## src/include/tap_regs.vh

```
`ifndef TAP_REGS_VH
`define TAP_REGS_VH

// register lengths
`define TAP_IR_LEN          3
`define TAP_ID_LEN          32
`define TAP_BYPASS_LEN      1
`define TAP_BSR_LEN         75

// instruction codes
`define TAP_OP_EXTEST       3'h0
`define TAP_OP_IDCODE       3'h1
`define TAP_OP_SAMPLE_Z     3'h2
`define TAP_OP_RSVD_A       3'h3
`define TAP_OP_SAMPLE       3'h4
`define TAP_OP_RSVD_B       3'h5
`define TAP_OP_RSVD_C       3'h6
`define TAP_OP_BYPASS       3'h7

// instruction register reset and capture values
`define TAP_IR_RESET        `TAP_OP_IDCODE
`define TAP_IR_CAPTURE      3'h1

// identity word field positions
`define TAP_ID_REV_MSB      31
`define TAP_ID_REV_LSB      28
`define TAP_ID_DEPTH_MSB    27
`define TAP_ID_DEPTH_LSB    23
`define TAP_ID_WIDTH_MSB    22
`define TAP_ID_WIDTH_LSB    18
`define TAP_ID_DEVNUM_MSB   17
`define TAP_ID_DEVNUM_LSB   12
`define TAP_ID_MFR_MSB      11
`define TAP_ID_MFR_LSB      1
`define TAP_ID_PRESENT_BIT  0
`define TAP_ID_PRESENT_VAL  1'h1

// bypass capture value
`define TAP_BYPASS_CAPTURE  1'h0

// test clock timing
`define TAP_TCK_MIN_PERIOD_NS 100
`define TAP_SYS_PERIOD_NS     50
`define TAP_TCK_MIN_CYCLES    ((`TAP_TCK_MIN_PERIOD_NS + `TAP_SYS_PERIOD_NS - 1) / `TAP_SYS_PERIOD_NS)

`endif

```

## src/logic/tap_controller.v

```verilog
`timescale 1ns/1ps
`include "tap_regs.vh"

module tap_controller #(
   parameter [3:0]  ID_REVISION = 4'h1,   // arbitrary value
   parameter [4:0]  ID_DEPTH    = 5'h09,  // arbitrary value
   parameter [4:0]  ID_WIDTH    = 5'h0A,  // arbitrary value
   parameter [5:0]  ID_DEVNUM   = 6'h00,  // arbitrary value
   parameter [10:0] ID_MAKER    = 11'h155 // arbitrary value
) (
   input  wire                    clock,
   input  wire                    rst,
   input  wire                    ce,
   input  wire                    tck,
   input  wire                    tms,
   input  wire                    tdi,
   input  wire [`TAP_BSR_LEN-1:0] ioRing,
   output reg                     tdo_q,
   output reg                     tdoOe_q,
   output reg                     memOutputsOff_q,
   output reg  [`TAP_IR_LEN-1:0]  instruction_q,
   output reg  [3:0]              tapState_q
);

   ////////////////////////////////////////////////////////////////////////
   // controller state codes
   localparam [3:0] ST_RESET      = 4'h0;
   localparam [3:0] ST_IDLE       = 4'h1;
   localparam [3:0] ST_SEL_DR     = 4'h2;
   localparam [3:0] ST_CAPTURE_DR = 4'h3;
   localparam [3:0] ST_SHIFT_DR   = 4'h4;
   localparam [3:0] ST_EXIT1_DR   = 4'h5;
   localparam [3:0] ST_PAUSE_DR   = 4'h6;
   localparam [3:0] ST_EXIT2_DR   = 4'h7;
   localparam [3:0] ST_UPDATE_DR  = 4'h8;
   localparam [3:0] ST_SEL_IR     = 4'h9;
   localparam [3:0] ST_CAPTURE_IR = 4'hA;
   localparam [3:0] ST_SHIFT_IR   = 4'hB;
   localparam [3:0] ST_EXIT1_IR   = 4'hC;
   localparam [3:0] ST_PAUSE_IR   = 4'hD;
   localparam [3:0] ST_EXIT2_IR   = 4'hE;
   localparam [3:0] ST_UPDATE_IR  = 4'hF;

   ////////////////////////////////////////////////////////////////////////
   // declarations
   wire                    tckSync;
   wire                    tmsSync;
   wire                    tdiSync;
   wire [`TAP_BSR_LEN-1:0] ringSync;
   reg                     tckPrev_q;
   wire                    tckRise;
   wire                    tckFall;
   reg  [3:0]              tapState_d;
   reg  [`TAP_IR_LEN-1:0]  irShift_q;
   wire [`TAP_ID_LEN-1:0]  idWord;
   wire                    selBoundary;
   wire                    selIdent;
   wire                    selBypass;
   wire                    bsrOut;
   wire                    idOut;
   wire                    bypOut;
   reg                     drOut;
   wire                    inCapDr;
   wire                    inShiftDr;
   wire                    isExtest;
   wire                    isIdent;
   wire                    isSampleZ;
   wire                    isSample;
   wire                    isBypass;
   wire                    isUnused;
   wire                    forceOff;

   ////////////////////////////////////////////////////////////////////////
   // pin synchronisers for the test pins and the sampled pin ring
   pin_sync #(
      .WIDTH (3)
   ) u_tapPins (
      .clock (clock),
      .rst   (rst),
      .ce    (ce),
      .d     ({tck, tms, tdi}),
      .q     ({tckSync, tmsSync, tdiSync})
   );

   pin_sync #(
      .WIDTH (`TAP_BSR_LEN)
   ) u_ringPins (
      .clock (clock),
      .rst   (rst),
      .ce    (ce),
      .d     (ioRing),
      .q     (ringSync)
   );

   ////////////////////////////////////////////////////////////////////////
   // test clock edge detection on the filtered level
   // a test clock level held under two clocks may go unseen
   always @(posedge clock or posedge rst) begin
      if (rst) begin
         tckPrev_q <= 1'b0;
      end else if (ce) begin
         tckPrev_q <= tckSync;
      end
   end

   assign tckRise = ce & tckSync & ~tckPrev_q;
   assign tckFall = ce & ~tckSync & tckPrev_q;

   ////////////////////////////////////////////////////////////////////////
   // sixteen-state controller next state
   always @* begin
      tapState_d = tapState_q;
      case (tapState_q)
         ST_RESET:      tapState_d = tmsSync ? ST_RESET : ST_IDLE;
         ST_IDLE:       tapState_d = tmsSync ? ST_SEL_DR : ST_IDLE;
         ST_SEL_DR:     tapState_d = tmsSync ? ST_SEL_IR : ST_CAPTURE_DR;
         ST_CAPTURE_DR: tapState_d = tmsSync ? ST_EXIT1_DR : ST_SHIFT_DR;
         ST_SHIFT_DR:   tapState_d = tmsSync ? ST_EXIT1_DR : ST_SHIFT_DR;
         ST_EXIT1_DR:   tapState_d = tmsSync ? ST_UPDATE_DR : ST_PAUSE_DR;
         ST_PAUSE_DR:   tapState_d = tmsSync ? ST_EXIT2_DR : ST_PAUSE_DR;
         ST_EXIT2_DR:   tapState_d = tmsSync ? ST_UPDATE_DR : ST_SHIFT_DR;
         ST_UPDATE_DR:  tapState_d = tmsSync ? ST_SEL_DR : ST_IDLE;
         ST_SEL_IR:     tapState_d = tmsSync ? ST_RESET : ST_CAPTURE_IR;
         ST_CAPTURE_IR: tapState_d = tmsSync ? ST_EXIT1_IR : ST_SHIFT_IR;
         ST_SHIFT_IR:   tapState_d = tmsSync ? ST_EXIT1_IR : ST_SHIFT_IR;
         ST_EXIT1_IR:   tapState_d = tmsSync ? ST_UPDATE_IR : ST_PAUSE_IR;
         ST_PAUSE_IR:   tapState_d = tmsSync ? ST_EXIT2_IR : ST_PAUSE_IR;
         ST_EXIT2_IR:   tapState_d = tmsSync ? ST_UPDATE_IR : ST_SHIFT_IR;
         ST_UPDATE_IR:  tapState_d = tmsSync ? ST_SEL_DR : ST_IDLE;
         default:       tapState_d = ST_RESET;
      endcase
   end

   // state advances on each filtered rising test clock edge
   always @(posedge clock or posedge rst) begin
      if (rst) begin
         tapState_q <= ST_RESET;
      end else if (tckRise) begin
         tapState_q <= tapState_d;
      end
   end

   ////////////////////////////////////////////////////////////////////////
   // instruction shift stage: capture fixed pattern, shift toward bit zero
   always @(posedge clock or posedge rst) begin
      if (rst) begin
         irShift_q <= `TAP_IR_CAPTURE;
      end else if (tckRise) begin
         if (tapState_q == ST_CAPTURE_IR) begin
            irShift_q <= `TAP_IR_CAPTURE;
         end else if (tapState_q == ST_SHIFT_IR) begin
            irShift_q <= {tdiSync, irShift_q[`TAP_IR_LEN-1:1]};
         end
      end
   end

   // active instruction: identity code in reset, new code on update-IR fall
   // loading on the fall keeps the code steady across the following rise
   always @(posedge clock or posedge rst) begin
      if (rst) begin
         instruction_q <= `TAP_IR_RESET;
      end else if (ce) begin
         if (tapState_q == ST_RESET) begin
            instruction_q <= `TAP_IR_RESET;
         end else if (tckFall && tapState_q == ST_UPDATE_IR) begin
            instruction_q <= irShift_q;
         end
      end
   end

   ////////////////////////////////////////////////////////////////////////
   // decode of the active instruction, one flag per usable code
   assign isExtest  = (instruction_q == `TAP_OP_EXTEST);
   assign isIdent   = (instruction_q == `TAP_OP_IDCODE);
   assign isSampleZ = (instruction_q == `TAP_OP_SAMPLE_Z);
   assign isSample  = (instruction_q == `TAP_OP_SAMPLE);
   assign isBypass  = (instruction_q == `TAP_OP_BYPASS);

   // the unused codes match none of the flags above; they get the
   // one-bit path so a stray load never breaks the chain length
   assign isUnused  = ~(isExtest | isIdent | isSampleZ | isSample | isBypass);

   // only the two high-impedance codes release the memory output drivers
   assign forceOff  = isExtest | isSampleZ;

   ////////////////////////////////////////////////////////////////////////
   // data register selection from the decoded instruction
   assign selBoundary = isExtest | isSampleZ | isSample;
   assign selIdent    = isIdent;
   assign selBypass   = isBypass | isUnused;

   assign inCapDr   = tckRise && (tapState_q == ST_CAPTURE_DR);
   assign inShiftDr = tckRise && (tapState_q == ST_SHIFT_DR);

   // fixed identity word
   assign idWord[`TAP_ID_REV_MSB:`TAP_ID_REV_LSB]       = ID_REVISION;
   assign idWord[`TAP_ID_DEPTH_MSB:`TAP_ID_DEPTH_LSB]   = ID_DEPTH;
   assign idWord[`TAP_ID_WIDTH_MSB:`TAP_ID_WIDTH_LSB]   = ID_WIDTH;
   assign idWord[`TAP_ID_DEVNUM_MSB:`TAP_ID_DEVNUM_LSB] = ID_DEVNUM;
   assign idWord[`TAP_ID_MFR_MSB:`TAP_ID_MFR_LSB]       = ID_MAKER;
   assign idWord[`TAP_ID_PRESENT_BIT]                   = `TAP_ID_PRESENT_VAL;

   ////////////////////////////////////////////////////////////////////////
   // boundary chain: pin ring snapshot, top bit fed from data in
   scan_shift_reg #(
      .WIDTH (`TAP_BSR_LEN)
   ) u_boundary (
      .clock     (clock),
      .rst       (rst),
      .ce        (ce),
      .capture   (inCapDr & selBoundary),
      .shift     (inShiftDr & selBoundary),
      .load      (ringSync),
      .serialIn  (tdiSync),
      .serialOut (bsrOut)
   );

   // identity register
   scan_shift_reg #(
      .WIDTH (`TAP_ID_LEN)
   ) u_ident (
      .clock     (clock),
      .rst       (rst),
      .ce        (ce),
      .capture   (inCapDr & selIdent),
      .shift     (inShiftDr & selIdent),
      .load      (idWord),
      .serialIn  (tdiSync),
      .serialOut (idOut)
   );

   // single-bit bypass
   scan_shift_reg #(
      .WIDTH (`TAP_BYPASS_LEN)
   ) u_bypass (
      .clock     (clock),
      .rst       (rst),
      .ce        (ce),
      .capture   (inCapDr & selBypass),
      .shift     (inShiftDr & selBypass),
      .load      (`TAP_BYPASS_CAPTURE),
      .serialIn  (tdiSync),
      .serialOut (bypOut)
   );

   // serial output of the selected data register
   always @* begin
      if (selBoundary) begin
         drOut = bsrOut;
      end else if (selIdent) begin
         drOut = idOut;
      end else begin
         drOut = bypOut;
      end
   end

   ////////////////////////////////////////////////////////////////////////
   // data out changes on falling test clock; driven only while shifting
   // the enable drops on the first fall outside the shift states
   always @(posedge clock or posedge rst) begin
      if (rst) begin
         tdo_q   <= 1'b0;
         tdoOe_q <= 1'b0;
      end else if (tckFall) begin
         if (tapState_q == ST_SHIFT_IR) begin
            tdo_q   <= irShift_q[0];
            tdoOe_q <= 1'b1;
         end else if (tapState_q == ST_SHIFT_DR) begin
            tdo_q   <= drOut;
            tdoOe_q <= 1'b1;
         end else begin
            tdoOe_q <= 1'b0;
         end
      end
   end

   ////////////////////////////////////////////////////////////////////////
   // memory output disable follows the active instruction only;
   // update-DR has no effect on it nor on any pin
   always @(posedge clock or posedge rst) begin
      if (rst) begin
         memOutputsOff_q <= 1'b0;
      end else if (ce) begin
         memOutputsOff_q <= forceOff;
      end
   end

endmodule // tap_controller

```

## src/logic/pin_sync.v

```verilog
`timescale 1ns/1ps
// three-stage synchroniser; output follows only once stages two and three agree
module pin_sync #(
   parameter WIDTH = 1
) (
   input  wire             clock,
   input  wire             rst,
   input  wire             ce,
   input  wire [WIDTH-1:0] d,
   output reg  [WIDTH-1:0] q
);
   reg [WIDTH-1:0] s1_q;
   reg [WIDTH-1:0] s2_q;
   reg [WIDTH-1:0] s3_q;
   integer i;

   // s1 feeds s2 only; agreement filter looks at s2 and s3
   always @(posedge clock or posedge rst) begin
      if (rst) begin
         s1_q <= {WIDTH{1'b0}};
         s2_q <= {WIDTH{1'b0}};
         s3_q <= {WIDTH{1'b0}};
         q    <= {WIDTH{1'b0}};
      end else if (ce) begin
         s1_q <= d;
         s2_q <= s1_q;
         s3_q <= s2_q;
         for (i = 0; i < WIDTH; i = i + 1) begin
            if (s2_q[i] == s3_q[i]) begin
               q[i] <= s3_q[i];
            end
         end
      end
   end
endmodule // pin_sync

```

## src/logic/scan_shift_reg.v

```verilog
`timescale 1ns/1ps
// capture/shift data register; serial in at the top bit, out at bit zero
module scan_shift_reg #(
   parameter WIDTH = 1
) (
   input  wire             clock,
   input  wire             rst,
   input  wire             ce,
   input  wire             capture,
   input  wire             shift,
   input  wire [WIDTH-1:0] load,
   input  wire             serialIn,
   output wire             serialOut
);
   reg [WIDTH-1:0] data_q;
   integer         i;

   // capture has priority; shift moves toward bit zero
   always @(posedge clock or posedge rst) begin
      if (rst) begin
         data_q <= {WIDTH{1'b0}};
      end else if (ce) begin
         if (capture) begin
            data_q <= load;
         end else if (shift) begin
            // every bit moves one place toward zero; a one-bit register only takes the new bit
            for (i = 0; i < WIDTH - 1; i = i + 1) begin
               data_q[i] <= data_q[i+1];
            end
            data_q[WIDTH-1] <= serialIn;
         end
      end
   end

   assign serialOut = data_q[0];
endmodule // scan_shift_reg

```

## config.mk

```make
export PLATFORM = sky130hd
export DESIGN_NAME = tap_controller
export DESIGN_NICKNAME = d
export VERILOG_FILES = /design/src/logic/tap_controller.v /design/src/logic/pin_sync.v /design/src/logic/scan_shift_reg.v
export VERILOG_INCLUDE_DIRS = /design/src /design/src/include
export SDC_FILE = /design/constraint.sdc
export NUM_CORES = 1
export LEC_CHECK = 0
export BUFFER_PORTS_ARGS = -buffer_cell sky130_fd_sc_hd__buf_2
export CORE_ASPECT_RATIO = 0.9
export CORE_MARGIN = 2
export CORE_UTILIZATION = 45
export DETAILED_ROUTE_END_ITERATION = 16
export HOLD_SLACK_MARGIN = 0.05
export PLACE_DENSITY = 0.64
export SLEW_MARGIN = 20
export SYNTH_ARGS = -nofsm -noshare
export SYNTH_HDL_FRONTEND = slang
export SYNTH_SLANG_ARGS = --single-unit
```

## constraint.sdc

```tcl
create_clock -name clock -period 22 [get_ports clock]
set_clock_uncertainty 0.2 [all_clocks]
set_input_delay 3.3 -clock clock [delete_from_list [all_inputs] [get_ports clock]]
set_output_delay 3.3 -clock clock [all_outputs]
set_load 0.1 [all_outputs]
```

Word level (Yosys, flattened, before mapping):

Cells that the tools add are included.

* multiplexer cells: 29
* bitwise logic cells: 20
* equal/unequal tests: 97
* reductions and logical operators: 98

Operators with widths (number)
* 2-bit AND reduction: 84
* 75-bit 2-to-1 mux: 2
* 1-bit == test: 78
* 32-bit 2-to-1 mux: 2
* 4-bit case mux with 12 select lines: 1
* 4-bit == test (second input constant): 8
* 3-bit 2-to-1 mux: 6
* 4-bit by 3-bit == test with 1-bit output (second input constant): 4
* 4-bit 2-to-1 mux: 4
* 2-bit nonzero test: 6
* 1-bit 2-to-1 mux: 11
* 1-bit AND: 10
* 4-bit by 2-bit == test with 1-bit output (second input constant): 2
* 1-bit bitwise OR: 7
* 3-bit == test (second input constant): 2
* 2-bit 2-to-1 mux: 3
* 4-bit by 1-bit == test with 1-bit output (second input constant): 1
* 4-bit zero test: 1
* 2-bit OR reduction: 2
* 3-bit by 1-bit == test with 1-bit output (second input constant): 1
* 3-bit by 2-bit == test with 1-bit output (second input constant): 1
* 1-bit logical AND: 3
* 3-bit zero test: 1
* 1-bit NOT: 3
* 3-bit OR reduction: 1

* input port bits: 81
* bits in registers: 434
* logic and storage cells: 338
* output and inout bits: 10

Longest topological paths before layout:

* word-level depth: 10
* gate-level depth with buffers: 7
* mapped depth without buffers: 4

Modules after synthesis:

A second synthesis with hierarchy kept.

* cells, all modules: 1450
* area, all modules: 18749.2 um^2

Modules (own cells, without submodules)
* pin_sync at u_ringPins: sequential area each 7507.2 um^2, cells an instance 801, times used 1, area each 12200.5 um^2
* scan_shift_reg at u_boundary: sequential area each 1876.8 um^2, cells an instance 344, times used 1, area each 3568.4 um^2
* scan_shift_reg at u_ident: sequential area each 800.8 um^2, cells an instance 152, times used 1, area each 1503.9 um^2
* tap_controller: sequential area each 352.8 um^2, cells an instance 107, times used 1, area each 905.9 um^2
* pin_sync at u_tapPins: sequential area each 300.3 um^2, cells an instance 39, times used 1, area each 499.2 um^2
* scan_shift_reg at u_bypass: sequential area each 25.0 um^2, cells an instance 7, times used 1, area each 71.3 um^2

Worst setup path before layout:

Ideal clock, no wire load.

* kind: input-to-reg
* start: input port ce
* end: register u_ringPins.s1_q[74]
* path buffers: 3
* library setup time: 125 ps
* arrival: 4294 ps
* cell stages on the path: 4
* path slack: 17381 ps
* required time: 21675 ps
* cell sequence: buf_2 -> clkbuf_1 -> buf_2 -> mux2_2

RTL lines
* from (decl): line tap_controller.v:13 `input wire ce,`
* to (signal assigned): line pin_sync.v:20 `s1_q <= {WIDTH{1'b0}};`
* to (decl): line pin_sync.v:12 `reg [WIDTH-1:0] s1_q;`

No word-level cell between the ends.

Worst setup path after layout:

* start: input port ce
* end: register u_ringPins.s3_q[35]

RTL lines
* to (signal assigned): line pin_sync.v:22 `s3_q <= {WIDTH{1'b0}};`
* to (signal assigned): line pin_sync.v:27 `s3_q <= s2_q;`
* to (decl): line pin_sync.v:14 `reg [WIDTH-1:0] s3_q;`

No word-level cell between the ends.

==> results_dict.tcl <==
set metrics [dict create \
    synthCells 1486 \
    rows 68 \
    die_height_microns 192.1 \
    wl_per_cell_microns 14.83 \
    synth_top_area_frac 0.6108 \
    syn-num-nets 1567 \
    synth.cell_area_sq_um 17700 \
    grt_max_degree 169 \
    cts_resized 0 \
    fin_util 0.5143 \
    synth_cell_type_count 46 \
    synthArstFlopShare 1.000 \
    fin_crit_sh 0.2737 \
    ant_nets 0 \
    h-tree-depth 2 \
    dp_hpwl_microns 17570 \
    synthSimpleGateAreaFrac 0.08787 \
    nNetsFinal 1619 \
    ys_ff_latch 434 \
    leakage_nw 8.503 \
    min_period_ns 6.022 \
    synth-edff-count 0 \
    dp_cells 2016 \
    gp_congestion 0.7295 \
    tns_ns 0 \
    track_usage 0.1584 \
    ys_seq_area_frac 0.6137 \
    post_cts_buffers 0 \
    clkSlewWorstSetupHoldPaths_ns 0.06 \
    grtUsageMet2 0.2409 \
    syn2layout_area_growth_pct 11.98 \
    start_util 0.4592 \
    fin_ws_ns 15.98 \
    status "finished clean" \
    ioPinCount 91 \
    synth_ff_type "dfrtp_1" \
    hold_viol 0 \
    portBuffers 90 \
    antenna_found_initial 2 \
    muxShareOfSynthArea 0.1526 \
    fp.coreArea_sq_um 38540 \
    pre_cts_slack_ns 15.45 \
    synth_area_leaders "dfrtp_1 (61%), mux2_2 (15%), a21oi_1 (4.6%), nand2_1 (2.8%), nand2b_1 (2.8%)" \
    fin_area_sq_um 19820 \
    drive_gt1_frac 0.2628 \
    num_vias 11009 \
    grt_overflow_total 0 \
    required_ns 22.24 \
    clock_sinks 434 \
    netlist.top_cell.by_area "dfrtp_1" \
    clock.fmax_ghz 0.1661 \
    worst-path-max-fanout 138 \
    insertion_delay_ns 0.56 \
    initialDrtViolationCount 637 \
    synth-xor-area-share 0.0004948 \
    cts_tree "built" \
    synth-compound-area-share 0.1145 \
    synth_top_family_by_area "multiplexers" \
    grt_pass1_vias 10718 \
    end_kind "flip-flop" \
    arrival_ns 6.26 \
    cts_buffers 45 \
    setup_viol 0 \
    final_cells 2090 \
    drv_cap 0 \
    rrSetupSlack_ns 19.05 \
    dieArea_sq_um 40940 \
    grt_pass1_wl_microns 53570 \
    rsz0062_at_grt "no" \
    post_synth.cell_area_avg_sq_um 11.91 \
    drv_slew 0 \
    irDropWorstVdd_mv 0.09971 \
    clock_path_buffers 3 \
    die_w_microns 213.1 \
    placed_cell_area_sq_um 18430 \
    viasPerCell 5.267 \
    route.detailed.drc 0 \
    start_kind "input port" \
    grt.busiest_layer "met2" \
    grt_use_met1 0.2303 \
    relSlewSlack 0.2929 \
    worst-setup-path-type "input port to flip-flop" \
    grt_util_met3 0.03417 \
    powerDensity_nw_per_um2 103.5 \
    ys_warn_count 0 \
    hold_path.class "flip-flop to flip-flop" \
    drt_pass1_iterations 4 \
    synth_fa_ha_area_frac 0.0005655 \
    tightest_slew_ns 1.061 \
    wirelength_microns 30990 \
    holdBufCountCts 0 \
    cts_root_buf "clkbuf_16" \
]
==> metrics by stage <==
step                total power, mW  hold WS, ns
floorplan                     1.274       0.2497
global placement              1.331       0.2572
detailed placement            1.350       0.2603
CTS                           2.080       0.2735
global route                  2.168       0.2806
finish                        2.051       0.2680
==> worst max-delay path: stages <==
cell	delay, ns
buf_8	0.56
buf_4	0.80
buf_4	0.93
mux2_2	0.42
==> cells in the final DEF (no fill, tap or decap), drive strengths merged, types with 2 or more instances in the layout <==
| cell | count |
|---|---|
| mux2i | 2 |
| nand3 | 3 |
| nor3 | 3 |
| o22ai | 77 |
| dfstp | 2 |
| mux2 | 238 |
| nor2 | 100 |
| nand3b | 2 |
| a21oi | 163 |
| nand4b | 2 |
| nand2b | 79 |
| clkbuf | 67 |
| o21ai | 116 |
| inv | 12 |
| nand2 | 135 |
| o211ai | 2 |
| buf | 99 |
| a31oi | 4 |
| dfrtp | 432 |
| clkinv | 3 |
| and3b | 3 |
==> final timing paths <==
path,start,end,cells past startpoint
worst max-delay path,ce,u_ringPins.s3_q[35],4
worst min-delay path,tdoOe_q,tdoOe_q,1
worst max register to register,tapState_q[0],u_boundary.data_q[71],4
worst min register to register,tdoOe_q,tdoOe_q,1
max in group asynchronous,rst,u_boundary.data_q[28],4
min in group asynchronous,rst,u_boundary.data_q[33],2
==> cells by family after synthesis <==
group / after synthesis
AND/OR/NAND/NOR: 335
buffers and inverters: 103
XOR/XNOR: 1
AO/OA/AOI/OAI: 372
flip-flops: 434
multiplexers: 240
adder cells (fa/ha/maj): 1
==> layer usage <==
| layer | part of all wire | wire length [microns] | vias to the layer above |
|---|---|---|---|
| li1 | - | - | 5318 |
| met1 | 0.49 | 15210 | 5478 |
| met2 | 0.44 | 13710 | 156 |
| met3 | 0.047 | 1469 | 55 |
| met4 | 0.019 | 592 | 2 |
| met5 | 0.00045 | 14 | - |
==> registers in the layout, indices dropped and copies added, names as in the netlist, 4 cells and up <==
name and count:
u_ringPins.q 75, u_ringPins.s3_q 75, tapState_q 4, u_boundary.data_q 75, u_ringPins.s2_q 75, u_ident.data_q 32, u_ringPins.s1_q 75
==> synth_stat cells (4+ instances only) <==
library cell,number
clkbuf_2,5
a31oi_1,4
inv_1,9
o21ai_1,59
nand2b_1,79
buf_2,54
nand2_1,134
buf_4,8
clkbuf_1,21
buf_6,6
o21ai_0,57
dfrtp_1,432
a21oi_1,163
o22ai_1,77
mux2_2,238
nor2_1,100
==> power breakdown <==
group | switching (mW) | internal, mW
logic | 0.177 | 0.133
clock network | 0.301 | 0.416
registers | 0.106 | 0.917
==> cell type report <==
class / count / area, sq um
antenna: 1 / 2.502
sequential: 434 / 10860
inverter: 9 / 41.29
fill: 3369 / 18720
multi-input combinational: 949 / 6327
clock inverter: 6 / 56.30
tap: 525 / 656.9
timing repair buffer: 99 / 544.3
clock buffer: 67 / 1329
(Power assumes the default switching activity.)
